--- src/verilog/dtc_params.svh ---
// Offsets, field positions, reset values and timing counts of the tone codec.
`ifndef DTC_PARAMS_SVH
`define DTC_PARAMS_SVH

// Register byte offsets on the AXI4-Lite port.
`define DTC_OFS_CTRL 8'h00
`define DTC_OFS_TXDATA 8'h04
`define DTC_OFS_RXDATA 8'h08
`define DTC_OFS_STATUS 8'h0C
`define DTC_OFS_GTP 8'h10
`define DTC_OFS_GTA 8'h14

// Control register fields.
`define DTC_CTRL_W 7
`define DTC_CTRL_RST 7'h00
`define DTC_CTRL_TONE_EN 0
`define DTC_CTRL_CP_MODE 1
`define DTC_CTRL_IRQ_EN 2
`define DTC_CTRL_RX_EN 3
`define DTC_CTRL_BURST_EN 4
`define DTC_CTRL_SINGLE 5
`define DTC_CTRL_SINGLE_COL 6

// Status register fields.
`define DTC_ST_IRQ 0
`define DTC_ST_TX_READY 1
`define DTC_ST_RX_FULL 2
`define DTC_ST_DSTEER 3

// AXI responses.
`define DTC_RESP_OKAY 2'h0
`define DTC_RESP_SLVERR 2'h2

// Clock rates and the reference tick generator.
`define DTC_SYS_HZ 200000000
`define DTC_REF_HZ 3579545
`define DTC_US_PER_S 1000000
`define DTC_ACC_W 28

// Guard times in microseconds and their reset counts in reference ticks.
`define DTC_GTP_US 20000
`define DTC_GTA_US 20000
`define DTC_GUARD_W 20
`define DTC_GTP_RST 20'((64'(`DTC_GTP_US) * 64'(`DTC_REF_HZ)) / 64'(`DTC_US_PER_S))
`define DTC_GTA_RST 20'((64'(`DTC_GTA_US) * 64'(`DTC_REF_HZ)) / 64'(`DTC_US_PER_S))

// Burst and pause length, doubled in call-progress mode.
`define DTC_BURST_US 51000
`define DTC_BURST_CNT ((64'(`DTC_BURST_US) * 64'(`DTC_REF_HZ)) / 64'(`DTC_US_PER_S))
`define DTC_BURST_W 21

// Segment lengths in reference ticks, 32 segments per tone period.
`define DTC_DIV_L1 8'd160
`define DTC_DIV_L2 8'd146
`define DTC_DIV_L3 8'd132
`define DTC_DIV_L4 8'd118
`define DTC_DIV_H1 8'd92
`define DTC_DIV_H2 8'd84
`define DTC_DIV_H3 8'd76
`define DTC_DIV_H4 8'd68

`endif

--- src/verilog/dtc_pkg.sv ---
// Types shared by the tone codec modules.
package dtc_pkg;

  typedef struct packed {
    logic awvalid;
    logic [7:0] awaddr;
    logic wvalid;
    logic [31:0] wdata;
    logic [3:0] wstrb;
    logic bready;
    logic arvalid;
    logic [7:0] araddr;
    logic rready;
  } dtc_axi_req_s;

  typedef struct packed {
    logic awready;
    logic wready;
    logic bvalid;
    logic [1:0] bresp;
    logic arready;
    logic rvalid;
    logic [31:0] rdata;
    logic [1:0] rresp;
  } dtc_axi_rsp_s;

  typedef enum logic [2:0] {
    TX_IDLE = 3'b001,
    TX_BURST = 3'b010,
    TX_PAUSE = 3'b100
  } dtc_burst_e;

  typedef logic [19:0] dtc_guard_t;

endpackage

--- src/verilog/dtc_top.sv ---
// Digital core of a tone transceiver: guard-timed receiver and burst-timed generator.
//
// The register offsets and the AXI4-Lite slave port were left to the implementer.
`timescale 1ns/10ps
`include "dtc_params.svh"
module dtc_top #(
  parameter int BURST_REF_CYCLES = int'(`DTC_BURST_CNT)
) (
  // Clock and reset.
  input wire logic sys_clk,
  input wire logic rst_n,
  // Register bus.
  input wire dtc_pkg::dtc_axi_req_s axiReq,
  output dtc_pkg::dtc_axi_rsp_s axiRsp,
  // Receiver front end.
  input wire logic pairDetected,
  input wire logic [3:0] pairCode,
  input wire logic cpInBand,
  input wire logic cpLimited,
  // Receiver outputs.
  output logic earlySteerOut,
  output logic steerInGuardOut,
  output logic [3:0] rxCodeBits,
  // Shared open-drain interrupt or call-progress pin.
  output logic irqOrProgressOut,
  output logic irqOrProgressOe,
  // Tone output.
  output logic signed [8:0] toneSample,
  output logic toneDriveEn
);
  import dtc_pkg::*;

  localparam logic [`DTC_BURST_W-1:0] BURST_LEN = `DTC_BURST_W'(BURST_REF_CYCLES);

  logic [`DTC_CTRL_W-1:0] ctrl_q;
  dtc_guard_t gtp_q;
  dtc_guard_t gta_q;
  logic [`DTC_ACC_W-1:0] refAcc_q;
  logic refTick_q;
  logic awHeld_q, wHeld_q, awready_q, wready_q, bvalid_q, arready_q, rvalid_q;
  logic [7:0] awAddr_q;
  logic [31:0] wData_q, rdata_q;
  logic [3:0] wStrb_q;
  logic [1:0] bresp_q, rresp_q;
  logic earlySteer_q, delayedSteer_q, steerGuard_q;
  dtc_guard_t guardCnt_q;
  logic [3:0] candCode_q, rxData_q;
  logic rxFull_q, irqPend_q, irqOe_q, txReady_q;
  logic [3:0] txCode_q;
  logic [7:0] twoOfEight_q;
  dtc_burst_e burst_q;
  logic [`DTC_BURST_W-1:0] burstCnt_q;
  logic signed [8:0] toneSample_q;
  logic toneDrive_q;

  logic toneEn, cpMode, irqEn, rxEnable, burstEn, singleTone, singleCol;
  logic doWrite, wrAddrOk, statusRead, txWrite, registerNow, burstDone;
  logic [31:0] wMask, rdMux;
  logic rdAddrOk;
  logic [`DTC_BURST_W-1:0] burstLen;
  logic toneOn, rowRun, colRun;
  logic [7:0] rowLen, colLen;
  logic signed [7:0] rowSample, colSample;
  dtc_guard_t guardLimit;

  assign toneEn = ctrl_q[`DTC_CTRL_TONE_EN];
  assign cpMode = ctrl_q[`DTC_CTRL_CP_MODE];
  assign irqEn = ctrl_q[`DTC_CTRL_IRQ_EN];
  assign burstEn = ctrl_q[`DTC_CTRL_BURST_EN];
  assign singleTone = ctrl_q[`DTC_CTRL_SINGLE];
  assign singleCol = ctrl_q[`DTC_CTRL_SINGLE_COL];
  assign rxEnable = ctrl_q[`DTC_CTRL_RX_EN] & ~cpMode;

  // Digit code to one-hot {column, row}; the table matches the receiver's encoding.
  function automatic logic [7:0] encode2of8(input logic [3:0] code);
    logic [7:0] r;
    r = 8'h00;
    unique case (code)
      4'h1: r = 8'h11;
      4'h2: r = 8'h21;
      4'h3: r = 8'h41;
      4'h4: r = 8'h12;
      4'h5: r = 8'h22;
      4'h6: r = 8'h42;
      4'h7: r = 8'h14;
      4'h8: r = 8'h24;
      4'h9: r = 8'h44;
      4'hA: r = 8'h28;
      4'hB: r = 8'h18;
      4'hC: r = 8'h48;
      4'hD: r = 8'h81;
      4'hE: r = 8'h82;
      4'hF: r = 8'h84;
      4'h0: r = 8'h88;
    endcase
    return r;
  endfunction

  ////////////////////////////////////////////////////////////////////////////////
  // Reference tick: an exact fractional divider so every tone tracks the reference.
  always_ff @(posedge sys_clk or negedge rst_n) begin
    if (!rst_n) begin
      refAcc_q <= '0;
      refTick_q <= 1'b0;
    end else if (refAcc_q + `DTC_ACC_W'(`DTC_REF_HZ) >= `DTC_ACC_W'(`DTC_SYS_HZ)) begin
      refAcc_q <= refAcc_q + `DTC_ACC_W'(`DTC_REF_HZ) - `DTC_ACC_W'(`DTC_SYS_HZ);
      refTick_q <= 1'b1;
    end else begin
      refAcc_q <= refAcc_q + `DTC_ACC_W'(`DTC_REF_HZ);
      refTick_q <= 1'b0;
    end
  end

  ////////////////////////////////////////////////////////////////////////////////
  // AXI4-Lite slave; address and data may arrive in either order.
  assign doWrite = awHeld_q & wHeld_q & ~bvalid_q;
  assign wMask = {{8{wStrb_q[3]}}, {8{wStrb_q[2]}}, {8{wStrb_q[1]}}, {8{wStrb_q[0]}}};
  assign wrAddrOk = (awAddr_q == `DTC_OFS_CTRL) || (awAddr_q == `DTC_OFS_TXDATA) ||
                    (awAddr_q == `DTC_OFS_GTP) || (awAddr_q == `DTC_OFS_GTA);
  assign txWrite = doWrite && (awAddr_q == `DTC_OFS_TXDATA) && wStrb_q[0];
  assign statusRead = arready_q & axiReq.arvalid &
                      ({axiReq.araddr[7:2], 2'b00} == `DTC_OFS_STATUS);

  always_ff @(posedge sys_clk or negedge rst_n) begin
    if (!rst_n) begin
      awHeld_q <= 1'b0;
      wHeld_q <= 1'b0;
      awready_q <= 1'b1;
      wready_q <= 1'b1;
      bvalid_q <= 1'b0;
      bresp_q <= `DTC_RESP_OKAY;
      awAddr_q <= 8'h00;
      wData_q <= 32'h00000000;
      wStrb_q <= 4'h0;
    end else begin
      if (awready_q && axiReq.awvalid) begin
        awHeld_q <= 1'b1;
        awready_q <= 1'b0;
        awAddr_q <= {axiReq.awaddr[7:2], 2'b00};
      end
      if (wready_q && axiReq.wvalid) begin
        wHeld_q <= 1'b1;
        wready_q <= 1'b0;
        wData_q <= axiReq.wdata;
        wStrb_q <= axiReq.wstrb;
      end
      if (doWrite) begin
        bvalid_q <= 1'b1;
        bresp_q <= wrAddrOk ? `DTC_RESP_OKAY : `DTC_RESP_SLVERR;
      end
      if (bvalid_q && axiReq.bready) begin
        bvalid_q <= 1'b0;
        awHeld_q <= 1'b0;
        wHeld_q <= 1'b0;
        awready_q <= 1'b1;
        wready_q <= 1'b1;
      end
    end
  end

  always_comb begin
    rdMux = 32'h00000000;
    rdAddrOk = 1'b1;
    unique case ({axiReq.araddr[7:2], 2'b00})
      `DTC_OFS_CTRL: rdMux = 32'(ctrl_q);
      `DTC_OFS_TXDATA: rdMux = 32'(txCode_q);
      `DTC_OFS_RXDATA: rdMux = 32'(rxData_q);
      `DTC_OFS_STATUS: begin
        rdMux[`DTC_ST_IRQ] = irqPend_q;
        rdMux[`DTC_ST_TX_READY] = txReady_q;
        rdMux[`DTC_ST_RX_FULL] = rxFull_q;
        rdMux[`DTC_ST_DSTEER] = delayedSteer_q;
      end
      `DTC_OFS_GTP: rdMux = 32'(gtp_q);
      `DTC_OFS_GTA: rdMux = 32'(gta_q);
      default: rdAddrOk = 1'b0;
    endcase
  end

  always_ff @(posedge sys_clk or negedge rst_n) begin
    if (!rst_n) begin
      arready_q <= 1'b1;
      rvalid_q <= 1'b0;
      rdata_q <= 32'h00000000;
      rresp_q <= `DTC_RESP_OKAY;
    end else if (arready_q && axiReq.arvalid) begin
      arready_q <= 1'b0;
      rvalid_q <= 1'b1;
      rdata_q <= rdMux;
      rresp_q <= rdAddrOk ? `DTC_RESP_OKAY : `DTC_RESP_SLVERR;
    end else if (rvalid_q && axiReq.rready) begin
      rvalid_q <= 1'b0;
      arready_q <= 1'b1;
    end
  end

  assign axiRsp = '{awready: awready_q, wready: wready_q, bvalid: bvalid_q, bresp: bresp_q,
                    arready: arready_q, rvalid: rvalid_q, rdata: rdata_q, rresp: rresp_q};

  // Configuration registers honour byte strobes.
  always_ff @(posedge sys_clk or negedge rst_n) begin
    if (!rst_n) begin
      ctrl_q <= `DTC_CTRL_RST;
      gtp_q <= `DTC_GTP_RST;
      gta_q <= `DTC_GTA_RST;
    end else if (doWrite) begin
      if (awAddr_q == `DTC_OFS_CTRL) begin
        ctrl_q <= `DTC_CTRL_W'((32'(ctrl_q) & ~wMask) | (wData_q & wMask));
      end
      if (awAddr_q == `DTC_OFS_GTP) begin
        gtp_q <= `DTC_GUARD_W'((32'(gtp_q) & ~wMask) | (wData_q & wMask));
      end
      if (awAddr_q == `DTC_OFS_GTA) begin
        gta_q <= `DTC_GUARD_W'((32'(gta_q) & ~wMask) | (wData_q & wMask));
      end
    end
  end

  ////////////////////////////////////////////////////////////////////////////////
  // Receiver steering: a counter replaces the external RC guard network.
  assign guardLimit = delayedSteer_q ? gta_q : gtp_q;
  assign registerNow = refTick_q && (earlySteer_q != delayedSteer_q) && !delayedSteer_q &&
                       (guardCnt_q + 20'h00001 >= guardLimit);

  always_ff @(posedge sys_clk or negedge rst_n) begin
    if (!rst_n) begin
      earlySteer_q <= 1'b0;
      delayedSteer_q <= 1'b0;
      steerGuard_q <= 1'b0;
      guardCnt_q <= '0;
      candCode_q <= 4'h0;
    end else begin
      earlySteer_q <= rxEnable & pairDetected;
      steerGuard_q <= delayedSteer_q & earlySteer_q;
      if (rxEnable && pairDetected) begin
        candCode_q <= pairCode;
      end
      // A mismatch shorter than the guard time resets the count and is forgotten.
      if (earlySteer_q == delayedSteer_q) begin
        guardCnt_q <= '0;
      end else if (refTick_q) begin
        if (guardCnt_q + 20'h00001 >= guardLimit) begin
          delayedSteer_q <= earlySteer_q;
          guardCnt_q <= '0;
        end else begin
          guardCnt_q <= guardCnt_q + 20'h00001;
        end
      end
    end
  end

  // The data latch moves only on a validated rising steering edge.
  always_ff @(posedge sys_clk or negedge rst_n) begin
    if (!rst_n) begin
      rxData_q <= 4'h0;
    end else if (registerNow) begin
      rxData_q <= candCode_q;
    end
  end

  always_ff @(posedge sys_clk or negedge rst_n) begin
    if (!rst_n) begin
      rxFull_q <= 1'b0;
    end else if (registerNow) begin
      rxFull_q <= 1'b1;
    end else if (statusRead) begin
      rxFull_q <= 1'b0;
    end
  end

  ////////////////////////////////////////////////////////////////////////////////
  // Shared pin: interrupt in tone mode, limited call-progress signal otherwise.
  always_ff @(posedge sys_clk or negedge rst_n) begin
    if (!rst_n) begin
      irqPend_q <= 1'b0;
    end else if (irqEn && ((registerNow && !cpMode) || burstDone)) begin
      irqPend_q <= 1'b1;
    end else if (statusRead) begin
      irqPend_q <= 1'b0;
    end
  end

  // Open drain: enabling the driver pulls the pin low, release lets it float high.
  always_ff @(posedge sys_clk or negedge rst_n) begin
    if (!rst_n) begin
      irqOe_q <= 1'b0;
    end else if (irqEn && cpMode) begin
      irqOe_q <= ~(cpInBand & cpLimited);
    end else if (irqEn) begin
      irqOe_q <= irqPend_q;
    end else begin
      irqOe_q <= 1'b0;
    end
  end

  ////////////////////////////////////////////////////////////////////////////////
  // Transmit code register; disabling the tone output clears it.
  always_ff @(posedge sys_clk or negedge rst_n) begin
    if (!rst_n) begin
      txCode_q <= 4'h0;
      twoOfEight_q <= 8'h00;
    end else if (!toneEn) begin
      txCode_q <= 4'h0;
      twoOfEight_q <= 8'h00;
    end else if (txWrite) begin
      txCode_q <= wData_q[3:0];
      twoOfEight_q <= encode2of8(wData_q[3:0]);
    end
  end

  // Burst timer; the pause is counted with the tone silent.
  assign burstLen = cpMode ? (BURST_LEN << 1) : BURST_LEN;
  assign burstDone = (burst_q == TX_PAUSE) && refTick_q && (burstCnt_q >= burstLen - 21'h1);

  always_ff @(posedge sys_clk or negedge rst_n) begin
    if (!rst_n) begin
      burst_q <= TX_IDLE;
      burstCnt_q <= '0;
    end else if (!toneEn || !burstEn) begin
      burst_q <= TX_IDLE;
      burstCnt_q <= '0;
    end else if (txWrite) begin
      burst_q <= TX_BURST;
      burstCnt_q <= '0;
    end else begin
      unique case (burst_q)
        TX_IDLE: burstCnt_q <= '0;
        TX_BURST, TX_PAUSE: begin
          if (refTick_q && (burstCnt_q >= burstLen - 21'h1)) begin
            burst_q <= (burst_q == TX_BURST) ? TX_PAUSE : TX_IDLE;
            burstCnt_q <= '0;
          end else if (refTick_q) begin
            burstCnt_q <= burstCnt_q + 21'h1;
          end
        end
        default: burst_q <= TX_IDLE;
      endcase
    end
  end

  always_ff @(posedge sys_clk or negedge rst_n) begin
    if (!rst_n) begin
      txReady_q <= 1'b1;
    end else if (burstDone) begin
      txReady_q <= 1'b1;
    end else if (txWrite && burstEn) begin
      txReady_q <= 1'b0;
    end
  end

  // Without burst mode the tone plays while output is enabled; the host times it.
  assign toneOn = toneEn && (twoOfEight_q != 8'h00) && (!burstEn || burst_q == TX_BURST);
  assign rowRun = toneOn && (!singleTone || !singleCol);
  assign colRun = toneOn && (!singleTone || singleCol);

  always_comb begin
    rowLen = `DTC_DIV_L1;
    colLen = `DTC_DIV_H1;
    unique case (1'b1)
      twoOfEight_q[1]: rowLen = `DTC_DIV_L2;
      twoOfEight_q[2]: rowLen = `DTC_DIV_L3;
      twoOfEight_q[3]: rowLen = `DTC_DIV_L4;
      default: rowLen = `DTC_DIV_L1;
    endcase
    unique case (1'b1)
      twoOfEight_q[5]: colLen = `DTC_DIV_H2;
      twoOfEight_q[6]: colLen = `DTC_DIV_H3;
      twoOfEight_q[7]: colLen = `DTC_DIV_H4;
      default: colLen = `DTC_DIV_H1;
    endcase
  end

  // Two identical generator paths feed one summing register.
  dtc_tone_gen rowGen (
    .sys_clk(sys_clk),
    .rst_n(rst_n),
    .refTick(refTick_q),
    .run(rowRun),
    .segLen(rowLen),
    .sample(rowSample)
  );

  dtc_tone_gen colGen (
    .sys_clk(sys_clk),
    .rst_n(rst_n),
    .refTick(refTick_q),
    .run(colRun),
    .segLen(colLen),
    .sample(colSample)
  );

  always_ff @(posedge sys_clk or negedge rst_n) begin
    if (!rst_n) begin
      toneSample_q <= 9'sh000;
      toneDrive_q <= 1'b0;
    end else begin
      toneSample_q <= 9'(rowSample) + 9'(colSample);
      toneDrive_q <= toneEn;
    end
  end

  assign earlySteerOut = earlySteer_q;
  assign steerInGuardOut = steerGuard_q;
  assign rxCodeBits = rxData_q;
  assign irqOrProgressOut = 1'b0;
  assign irqOrProgressOe = irqOe_q;
  assign toneSample = toneSample_q;
  assign toneDriveEn = toneDrive_q;

endmodule

--- src/verilog/dtc_tone_gen.sv ---
// One tone path: segment divider, 32-step phase counter and sine lookup.
`timescale 1ns/10ps
`include "dtc_params.svh"
module dtc_tone_gen (
  // Clock and reset.
  input wire logic sys_clk,
  input wire logic rst_n,
  // Control.
  input wire logic refTick,
  input wire logic run,
  input wire logic [7:0] segLen,
  // Sample.
  output logic signed [7:0] sample
);
  import dtc_pkg::*;

  localparam logic [6:0] QSINE [0:8] = '{7'h00, 7'h19, 7'h31, 7'h47, 7'h5A, 7'h6A, 7'h75,
                                         7'h7D, 7'h7F};

  logic [7:0] segCnt_q;
  logic [4:0] phase_q;
  logic [3:0] quarterIdx;
  logic [6:0] mag;

  // The second quarter mirrors the first and the second half wave negates it, so only a quarter table is stored.
  always_comb begin
    quarterIdx = phase_q[3] ? 4'(5'h10 - {1'b0, phase_q[3:0]}) : phase_q[3:0];
    mag = QSINE[quarterIdx];
  end

  ////////////////////////////////////////////////////////////////////////////////
  always_ff @(posedge sys_clk or negedge rst_n) begin
    if (!rst_n) begin
      segCnt_q <= 8'h00;
      phase_q <= 5'h00;
    end else if (!run) begin
      segCnt_q <= 8'h00;
      phase_q <= 5'h00;
    end else if (refTick) begin
      if (segCnt_q >= segLen - 8'h01) begin
        segCnt_q <= 8'h00;
        phase_q <= phase_q + 5'h01;
      end else begin
        segCnt_q <= segCnt_q + 8'h01;
      end
    end
  end

  always_ff @(posedge sys_clk or negedge rst_n) begin
    if (!rst_n) begin
      sample <= 8'sh00;
    end else if (!run) begin
      sample <= 8'sh00;
    end else if (phase_q[4]) begin
      sample <= -$signed({1'b0, mag});
    end else begin
      sample <= $signed({1'b0, mag});
    end
  end

endmodule

--- config.mk ---
export PLATFORM = sky130hd
export DESIGN_NAME = dtc_top
export DESIGN_NICKNAME = d
export VERILOG_FILES = /design/src/verilog/dtc_pkg.sv /design/src/verilog/dtc_top.sv /design/src/verilog/dtc_tone_gen.sv
export VERILOG_INCLUDE_DIRS = /design/src /design/src/verilog
export SDC_FILE = /design/constraint.sdc
export NUM_CORES = 1
export LEC_CHECK = 0
export CORE_MARGIN = 1.5
export CORE_UTILIZATION = 35
export DETAILED_ROUTE_END_ITERATION = 8
export DONT_BUFFER_PORTS = 1
export PLACE_DENSITY = 0.5
export SLEW_MARGIN = 40
export SYNTH_ARGS = -nofsm -noshare
export SYNTH_HDL_FRONTEND = slang
export SYNTH_HIERARCHICAL = 1
export SYNTH_SLANG_ARGS = --single-unit
--- constraint.sdc ---
create_clock -name sys_clk -period 3.7 [get_ports sys_clk]
set_input_delay 0.37 -clock sys_clk [delete_from_list [all_inputs] [get_ports sys_clk]]
set_output_delay 0.37 -clock sys_clk [all_outputs]
set_load 0.01 [all_outputs]
==> run_results.csv, run 1 <==
group,metric,value,unit
final_layout,leading_cell_type_in_the_layout_fill_and_taps_excluded,"dfrtp_1",
synth,sequential_element_share_of_the_synthesized_area,0.430,
worst_hold_path,holdCritPathClass,"in2async",
clocking,clock_path_buffers,3,
power,maximum_vdd_drop,0.000444,V
synth,postSynthAreaPerCell,10.3,sq um
grt,grtUsageTotal,0.158,
final_layout,drive_gt1_frac,0.184,
die,fp.dieH,210,um
worst_setup_path,worstSetupStartpointType,"register",
synth,netlist-cell-type-count,91,
worst_setup_path,worst-setup-path-type,"reg2reg",
drt,drtPass1Iterations,7,
grt,global_route.overflow_total,0,
flow_run,drv_cap,0,
placement,routabilityCongestion,0.779,
worst_setup_path,cp_data_required_time,4160,ps
sta,period_share,0.974,
worst_setup_path,critPathTopFamily,"compound AO/OA/AOI/OAI gates",
clocking,cts_sinks,257,
power,power.density_cell_area,488,mW/mm^2
die,top_level_ports,125,
drt,wire_per_inst,16.2,um
drt,drc,0,
sta,hold-worst-slack,-496,ps
synth,synth_cells,1462,
worst_setup_path,critical_path_peak_fanout,6,
clocking,cts.reportedPaths.clkPinSlew,60,ps
sta,fmax,278,MHz
sta,post-route-min-period,3600,ps
power,leak_pwr,7.95,nW
worst_setup_path,critPathArrivalTime,4060,ps
power,finalPower,8.68,mW
worst_setup_path,critPathMostFrequentCell,"a21o_1",
sta,fin_tns_setup,0,ps
clocking,ctsRootBufferMaster,"clkbuf_16",
status,outcome,"complete, but fails checks",
worst_setup_path,critical_path_buf_inv_count,2,
sta,final-setup-viol-count,0,
sta,maxSlewHeadroom,0.140,
grt,first_global_vias,10828,
clocking,tritoncts,"done",
synth,syn_area,0.0150,sq mm
synth,synth-warning-count,6,
final_layout,post_layout_instance_area,0.0178,sq mm
placement,place.detailed.hpwl,23500,um
sta,report.final.hold_viol_count,239,
die,number_of_rows_in_the_core_area,75,
final_layout,leading_cell_types_in_the_layout_fill_and_taps_excluded,"dfrtp_1, nand2_1, ha_1",
grt,grt_first_pass_wirelength,57400,um
worst_setup_path,timing.critical_path.cells,"ha_4 > nand3_4 > nor2_4 > and3_4 > nand2_4 > or3_4 > xnor2_4 > ha_4 > a21o_1 > a21o_1 > a21o_1 > a21oi_2 > o21a_1 > inv_2 > o2111a_2 > buf_6 > a221o_1",
synth,synth_flop_cell,"dfrtp_1",
die,effective_utilization_at_floorplan,0.357,
sta,finalMaxSlewViolations,0,
die,core_region_area,0.0421,sq mm
die,die-width,210,um
drt,vias_per_cell,5.16,
grt,number_of_antenna_violations_at_the_first_check_in_global_routing,3,
placement,dpl_worst_slack,-15.6,ps
sta,fin_skew,27.4,ps
worst_setup_path,timing.critical_path.to_type,"register",
sta,unrepaired_setup_endpoints_after_global_routing,"true",
clocking,postCtsHoldBufs,44,
drt,antenna_violating_nets_post_route,0,
drt,drt_iter0_drc,555,
final_layout,area_growth_syn_to_layout,18.2,%
placement,placement.cell_area,0.0159,sq mm
status,violations,"negative hold slack",
sta,timing.final.ws_setup,97.0,ps
final_layout,fillCellCount,3972,
synth,synthArstFlopShare,1.00,
clocking,htree_levels,1,
worst_setup_path,critical-path-slowest-cell,"dfrtp_1",
clocking,clk-insertion-delay-late,590,ps
drt,vias,10927,
die,design.die.area,0.0442,sq mm
placement,port_buffers,0,
synth,synth_edf_count,0,
clocking,cts_made_buffers,30,
synth,postSynthRegisterBits,257,
grt,grt_start_max_net_pins,258,
final_layout,nets,1707,
drt,wl,34400,um
worst_setup_path,critPathMaxStageDelay,420,ps
sta,measured_slew_at_the_worst_slew_check_pin,1290,ps
-- where the power goes --
part	switching (mW)	internal, mW	leakage [nW]
registers	0.378	3.22	3.36
clock network	1.28	2.30	0.587
logic	0.682	0.824	4.01
total	2.34	6.34	7.95
-- what timing repair did --
action                                 4_1_cts  5_1_grt
pin swaps                                    2       20
endpoints found under the hold margin      301      257
setup buffers                                0       10
resized for setup                            4       36
setup endpoints to repair                    4       27
-- final timing paths --
kind / start / to / slack (ps) / cells past startpoint
max: guardCnt_q[1] / irqPend_q / 100 / 17
min: rst_n / burstCnt_q[8] / -500 / 0
max reg2reg: guardCnt_q[1] / irqPend_q / 100 / 17
min reg2reg: burstCnt_q[19] / burstCnt_q[19] / 480 / 2
max in group asynchronous: rst_n / toneSample[0] / 3160 / 0
min in group sys_clk: axiReq[3] / rdata_q[9] / 50 / 2
-- cell families after synthesis --
logic type      count (synthesis)  synth area share
compound gates                309             0.146
xor+xnor                       87            0.0517
fa+ha+maj                      86            0.0720
buf+inv                       143            0.0434
flops                         257             0.430
mux                           145             0.104
other cells                     2          0.000499
simple gates                  433             0.152
-- synth_stat cells, drive strengths merged (9+ instances only) --
master    n  area share
buf      41       0.017
a211oi   10      0.0058
nor4b     9      0.0081
o211ai   11      0.0062
xor2     37       0.022
nand3    50       0.017
nor3     26      0.0090
or3      14      0.0058
nand2   128       0.032
nor2     69       0.017
dfstp    23       0.040
o21ai    64       0.021
xnor2    50       0.030
o31ai    22       0.011
nand4    10      0.0042
clkbuf   39       0.010
inv      63       0.016
nand2b   27       0.011
mux2     85       0.064
ha       85       0.071
and3     28       0.012
a21o     21       0.010
dfrtp   234        0.39
nor4     10      0.0042
mux2i    59       0.039
a22o     15      0.0087
nor2b    20      0.0083
a31oi    21      0.0087
o22ai    11      0.0046
a21oi    64       0.021
-- metal layers --
layer | vias up | part of all wire | GRT usage
met3 | 50 | 0.038 | 0.0282
met1 | 5306 | 0.49 | 0.218
met5 | - | 0.00058 | 0
met2 | 143 | 0.45 | 0.257
li1 | 5424 | - | -
met4 | 4 | 0.020 | 0.0377
-- cell type report --
cell class	instances	area, sq um	share of cell area
Tap cell	539	674	0.0379
Timing Repair Buffer	104	911	0.0512
Inverter	63	236	0.0133
Multi-Input combinational cell	1099	8280	0.466
Sequential cell	257	6460	0.363
Clock inverter	19	378	0.0213
Clock buffer	37	837	0.0471
Antenna cell	1	2.50	0.000141
-- stage by stage --
step                instances  hold WS (ps)   util
floorplan                1499          74.4      -
global placement         2008          93.3  0.376
detailed placement       2008          94.3  0.376
CTS                      2108          -531  0.416
global route             2118          -539  0.422
finish                   2119          -496  0.422
Note: power is estimated with default switching activity, not from simulation.
==> run 2, diff against run 1 <==
- CORE_UTILIZATION: 35 -> 45
- PLACE_DENSITY: 0.5 -> 0.61
- RECOVER_POWER: unset -> 100
==> run 2 against run 1 <==
  * Worst setup slack worse by 15 ps
  * First-iteration DRC count is 7.2% higher
  * Clock-buffer cell count is 8 higher
  * Cell area is 3.6% lower
  * Clock power is 16% lower
  * Non-clock buffer count is 16 lower
  * Via count is 0.15% higher
  * Highest routed layer unchanged
  * Critical path depth is 3 lower
  * Core utilization is 10 points higher
  * Critical path type unchanged
  * Cell count is 5.3% lower
  * The flow finishes with violations (negative hold slack, max-capacitance violations, max-slew violations)
  * Routed wire length is 5.3% lower
==> run_results.csv, run 2 (synthesis gave the netlist of run 1 again) <==
group,metric,value,unit
status,outcome,"complete, but fails checks",
status,violations,"negative hold slack, max-capacitance violations, max-slew violations",
worst_setup_path,timing.critical_path.to_type,"register",
die,design.die.area,0.0345,sq mm
sta,unrepaired_setup_endpoints_after_global_routing,"true",
die,top_level_ports,125,
grt,grtUsageTotal,0.196,
power,finalPower,8.17,mW
final_layout,nets,1691,
sta,measured_slew_at_the_worst_slew_check_pin,1610,ps
final_layout,leading_cell_type_in_the_layout_fill_and_taps_excluded,"dfrtp_1",
die,core_region_area,0.0327,sq mm
sta,fin_skew,45.4,ps
sta,maxSlewHeadroom,-0.0702,
clocking,cts.reportedPaths.clkPinSlew,60,ps
sta,final-setup-viol-count,0,
grt,grt_first_pass_wirelength,55400,um
clocking,clk-insertion-delay-late,590,ps
power,pwr-share-seq,0.440,
drt,antenna_violating_nets_post_route,0,
placement,placement.cell_area,0.0156,sq mm
worst_hold_path,holdCritPathClass,"in2async",
final_layout,area_growth_syn_to_layout,14.0,%
power,netSwitchingFraction,0.284,
worst_setup_path,worstSetupStartpointType,"register",
clocking,cts_made_buffers,30,
power,total_switching_power,2.33,mW
final_layout,fillCellCount,2990,
final_layout,drive_gt1_frac,0.152,
final_layout,post_layout_instance_area,0.0171,sq mm
worst_setup_path,critPathArrivalTime,4090,ps
power,power.density_cell_area,477,mW/mm^2
drt,drt_iter0_drc,595,
clocking,htree_levels,1,
clocking,tritoncts,"done",
clocking,ctsRootBufferMaster,"clkbuf_16",
die,effective_utilization_at_floorplan,0.460,
sta,fmax,276,MHz
power,cellInternalPower,5.85,mW
placement,port_buffers,0,
flow_run,drv_cap,2,
final_layout,finish.cell_count_without_fillers,2006,
drt,wire_per_inst,16.2,um
grt,grt_start_max_net_pins,258,
drt,drtPass1Iterations,5,
drt,drc,0,
worst_setup_path,worst-setup-path-type,"reg2reg",
sta,hold-worst-slack,-524,ps
sta,finalMaxSlewViolations,64,
power,maximum_vdd_drop,0.000457,V
placement,dpl.cell_count,1901,
grt,first_global_vias,10992,
clocking,postCtsHoldBufs,43,
sta,post-route-min-period,3620,ps
grt,number_of_antenna_violations_at_the_first_check_in_global_routing,3,
die,number_of_rows_in_the_core_area,66,
power,leak_pwr,7.68,nW
worst_setup_path,critical_path_peak_fanout,6,
worst_setup_path,cp_data_required_time,4170,ps
placement,routabilityCongestion,0.794,
drt,wl,32500,um
clocking,clock_path_buffers,3,
die,fp.dieH,186,um
placement,place.detailed.hpwl,22100,um
sta,report.final.hold_viol_count,243,
grt,global_route.overflow_total,0,
sta,period_share,0.978,
drt,vias,10943,
clocking,cts_sinks,257,
final_layout,leading_cell_types_in_the_layout_fill_and_taps_excluded,"dfrtp_1, nand2_1, ha_1",
power,power_frac_clock,0.367,
power,pwr-share-comb,0.193,
die,die-width,186,um
drt,vias_per_cell,5.46,
run 2: path summary, 6_finish.rpt:
check,from,end,slack (ps),cells past startpoint
setup / recovery,guardCnt_q[0],rxCodeBits[0],80,14
hold / removal,rst_n,burstCnt_q[8],-520,0
setup reg to reg,guardCnt_q[0],rxCodeBits[0],80,14
hold reg to reg,colGen/sample[0],toneSample[0],480,1
max in group asynchronous,rst_n,refAcc_q[19],3580,0
min in group sys_clk,axiReq[3],rdata_q[3],20,2
run 2: area by class of cell:
type | count | area [sq um] | area share
inverters | 63 | 236 | 0.0138
clock buffers | 45 | 877 | 0.0512
clock inverters | 11 | 139 | 0.00810
repair buffers | 88 | 752 | 0.0439
well taps | 442 | 553 | 0.0323
diodes | 1 | 2.50 | 0.000146
flip-flops and latches | 257 | 6460 | 0.377
multi-input cells | 1099 | 8120 | 0.474
run 2: routing by layer:
metal  part of all wire  GRT usage  routed length, um
met1               0.49      0.277              15800
met4              0.014     0.0439                468
met2               0.45      0.313              14800
met5            0.00037          0                 12
met3              0.046     0.0348               1510
run 2: critical path, cell delays in order, from the launching register on:
cell and delay, ps:
dfrtp_1 390, ha_2 210, nand3_2 80, nor2_2 130
and3_4 210, nand2_2 60, or3_4 380, xnor2_2 150
ha_1 300, buf_4 100, nand2_1 40, or4_4 530
nor4_4 190, o2111a_2 390, mux2_4 330
run 2: stage by stage:
step	utilization	setup WS, ps	TNS [ps]
6_report	0.524	81.9	0
5_1_grt	0.524	-43.5	-240
4_1_cts	0.523	11.3	0
3_5_place_dp	0.479	-130	-1650
3_3_place_gp	0.478	-104	-1290
2_1_floorplan	-	-11.4	-45.6
run 2: repair_timing:
item                                   in CTS  in global routing
gates resized for setup                     2                 22
buffers inserted                            0                  5
endpoints found under the hold margin     298                257
pin swaps                                   1                  7
setup endpoints to repair                  20                 27
run 2: power by group through the flow:
stage | logic [mW] | registers, mW | clock network [mW]
4_1_cts | 1.33 | 3.59 | 3.09
6_report | 1.58 | 3.60 | 3.00
2_1_floorplan | 1.09 | 3.47 | 0
5_1_grt | 1.73 | 3.66 | 3.21
3_3_place_gp | 1.23 | 3.63 | 0
3_5_place_dp | 1.26 | 3.64 | 0
==> run 3, diff against run 2 <==
- CORE_UTILIZATION: 45 -> 58
- PLACE_DENSITY: 0.61 -> 0.75
- clock period: 3.7 -> 3.2 ns (I/O delays scaled with it)
==> run 3 against run 2 <==
  * The flow finishes with violations (negative hold slack, max-capacitance violations, max-slew violations, negative setup slack)
  * Sequential share of layout area shrank 1.0 points
  * Global-route usage is 6.3 points higher
  * Routed wire length up 5.9%
  * Sequential power increased by 16%
  * First-iteration DRC count grew 45%
  * Critical endpoint is now guardCnt_q[5]
==> run_results.csv, run 3 (synthesis gave the netlist of run 1 again) <==
group,metric,value,unit
status,outcome,"complete, but fails checks",
status,violations,"negative hold slack, max-capacitance violations, max-slew violations, negative setup slack",
drt,antenna_violating_nets_post_route,0,
die,top_level_ports,125,
worst_setup_path,worst-setup-path-type,"reg2reg",
clocking,clk-insertion-delay-late,550,ps
placement,dpl.cell_count,1836,
placement,dpl_worst_slack,-503,ps
die,design.die.area,0.0269,sq mm
sta,period_share,1.13,
power,pwr-share-comb,0.218,
drt,vias,11554,
power,leak_pwr,8.03,nW
drt,drtPass1Iterations,6,
power,finalPower,9.38,mW
worst_hold_path,holdCritPathClass,"in2async",
final_layout,finish.cell_count_without_fillers,1948,
final_layout,leading_cell_type_in_the_layout_fill_and_taps_excluded,"dfrtp_1",
final_layout,nets,1747,
worst_setup_path,worstSetupStartpointType,"register",
drt,drt_iter0_drc,865,
final_layout,fillCellCount,1863,
power,pwr-share-seq,0.443,
sta,fin_tns_setup,-9330,ps
sta,final-setup-viol-count,27,
sta,report.final.hold_viol_count,257,
grt,number_of_antenna_violations_at_the_first_check_in_global_routing,1,
drt,wl,34500,um
worst_setup_path,critical-path-slowest-cell,"dfrtp_2",
sta,fmax,276,MHz
final_layout,leading_cell_types_in_the_layout_fill_and_taps_excluded,"dfrtp_1, nand2_1, ha_1",
power,total_switching_power,2.71,mW
worst_setup_path,timing.critical_path.to_type,"register",
clocking,tritoncts,"done",
power,netSwitchingFraction,0.290,
final_layout,drive_gt1_frac,0.200,
power,maximum_vdd_drop,0.000649,V
sta,hold-worst-slack,-524,ps
worst_setup_path,critPathMaxStageDelay,420,ps
power,power.density_cell_area,532,mW/mm^2
power,cellInternalPower,6.66,mW
placement,place.detailed.hpwl,22700,um
final_layout,area_growth_syn_to_layout,17.2,%
grt,global_route.overflow_total,0,
clocking,cts_sinks,257,
die,core_region_area,0.0253,sq mm
placement,port_buffers,0,
die,number_of_rows_in_the_core_area,58,
drt,drc,0,
drt,wire_per_inst,17.7,um
drt,vias_per_cell,5.93,
worst_setup_path,critPathTopFamily,"simple AND/OR/NAND/NOR gates",
sta,finalMaxSlewViolations,39,
worst_setup_path,critPathMostFrequentCell,"a21o_1",
placement,routabilityCongestion,0.894,
clocking,htree_levels,1,
worst_setup_path,cp_data_required_time,3690,ps
clocking,ctsRootBufferMaster,"clkbuf_16",
sta,timing.final.ws_setup,-417,ps
sta,maxSlewHeadroom,-0.0644,
die,die-width,164,um
power,power_frac_clock,0.339,
die,effective_utilization_at_floorplan,0.594,
worst_setup_path,critical_path_buf_inv_count,2,
grt,first_global_vias,11425,
worst_setup_path,critPathArrivalTime,4110,ps
worst_setup_path,setup.reg_to_reg.worst_slack,-420,ps
sta,measured_slew_at_the_worst_slew_check_pin,1600,ps
clocking,clock_path_buffers,3,
worst_setup_path,timing.critical_path.cells,"ha_4 > nand3_4 > nor2_4 > and3_4 > nand2_4 > or3_4 > xnor2_2 > ha_1 > a21o_1 > a21o_1 > a21o_1 > a21oi_2 > o21a_1 > buf_4 > nand3_4 > clkbuf_16 > nor4b_4 > a21o_1",
grt,grt_start_max_net_pins,258,
grt,grtUsageTotal,0.259,
grt,grt_first_pass_wirelength,56700,um
worst_setup_path,critical_path_peak_fanout,5,
sta,unrepaired_setup_endpoints_after_global_routing,"true",
clocking,cts_made_buffers,28,
flow_run,drv_cap,1,
sta,post-route-min-period,3620,ps
die,fp.dieH,164,um
clocking,cts.reportedPaths.clkPinSlew,60,ps
clocking,postCtsHoldBufs,45,
sta,fin_skew,22.6,ps
## run 3: cell count changes in the layout (fill, tap and decap cells not counted), moves of 5 or more
cell,previous run,this run
nor2_4,1,6
o31ai_1,22,17
clkbuf_2,1,6
buf_4,32,82
## run 3: area by class of cell
class                      instances  area (sq um)  area share
antenna                            2          5.00    0.000284
clock buffer                      44           841      0.0477
clock inverter                     7          75.1     0.00426
inverter                          63           236      0.0134
multi-input combinational       1099          8350       0.474
sequential                       257          6460       0.367
tap                              330           413      0.0234
timing repair buffer             146          1240      0.0702
## run 3: worst paths after layout
check / start / endpoint / cells past startpoint
setup / recovery: guardCnt_q[0] / guardCnt_q[5] / 18
hold / removal: rst_n / burstCnt_q[10] / 0
setup reg to reg: guardCnt_q[0] / guardCnt_q[5] / 18
hold reg to reg: colGen/sample[0] / toneSample[0] / 1
max in group asynchronous: rst_n / async pin / 0
min in group sys_clk: axiReq[3] / rdata_q[0] / 2
## run 3: routing by layer
layer / vias up / track usage / part of all wire
met1: 5721 / 0.338 / 0.44
met2: 258 / 0.444 / 0.49
li1: 5506 / - / -
met4: 0 / 0.0756 / 0.027
met5: - / 0 / 0
met3: 69 / 0.0427 / 0.044
## run 3: stage by stage
step | utilization | instance area, sq um
2_1_floorplan | - | 15300
3_3_place_gp | 0.630 | 16000
3_5_place_dp | 0.630 | 16000
4_1_cts | 0.689 | 17500
5_1_grt | 0.696 | 17600
6_report | 0.696 | 17600
## run 3: power groups by stage
stage | combinational [mW] | clock (mW) | sequential, mW
global route | 2.20 | 3.38 | 4.23
detailed placement | 1.56 | 0 | 4.20
finish | 2.04 | 3.18 | 4.16
floorplan | 1.32 | 0 | 4.01
CTS | 1.67 | 3.24 | 4.15
global placement | 1.49 | 0 | 4.17
## run 3: timing repair
action,4_1_cts,5_1_grt
gates cloned,0,1
endpoints found under the hold margin,300,257
pin swaps,9,7
setup endpoints to repair,27,38
gates resized for setup,13,35
buffers inserted,9,4
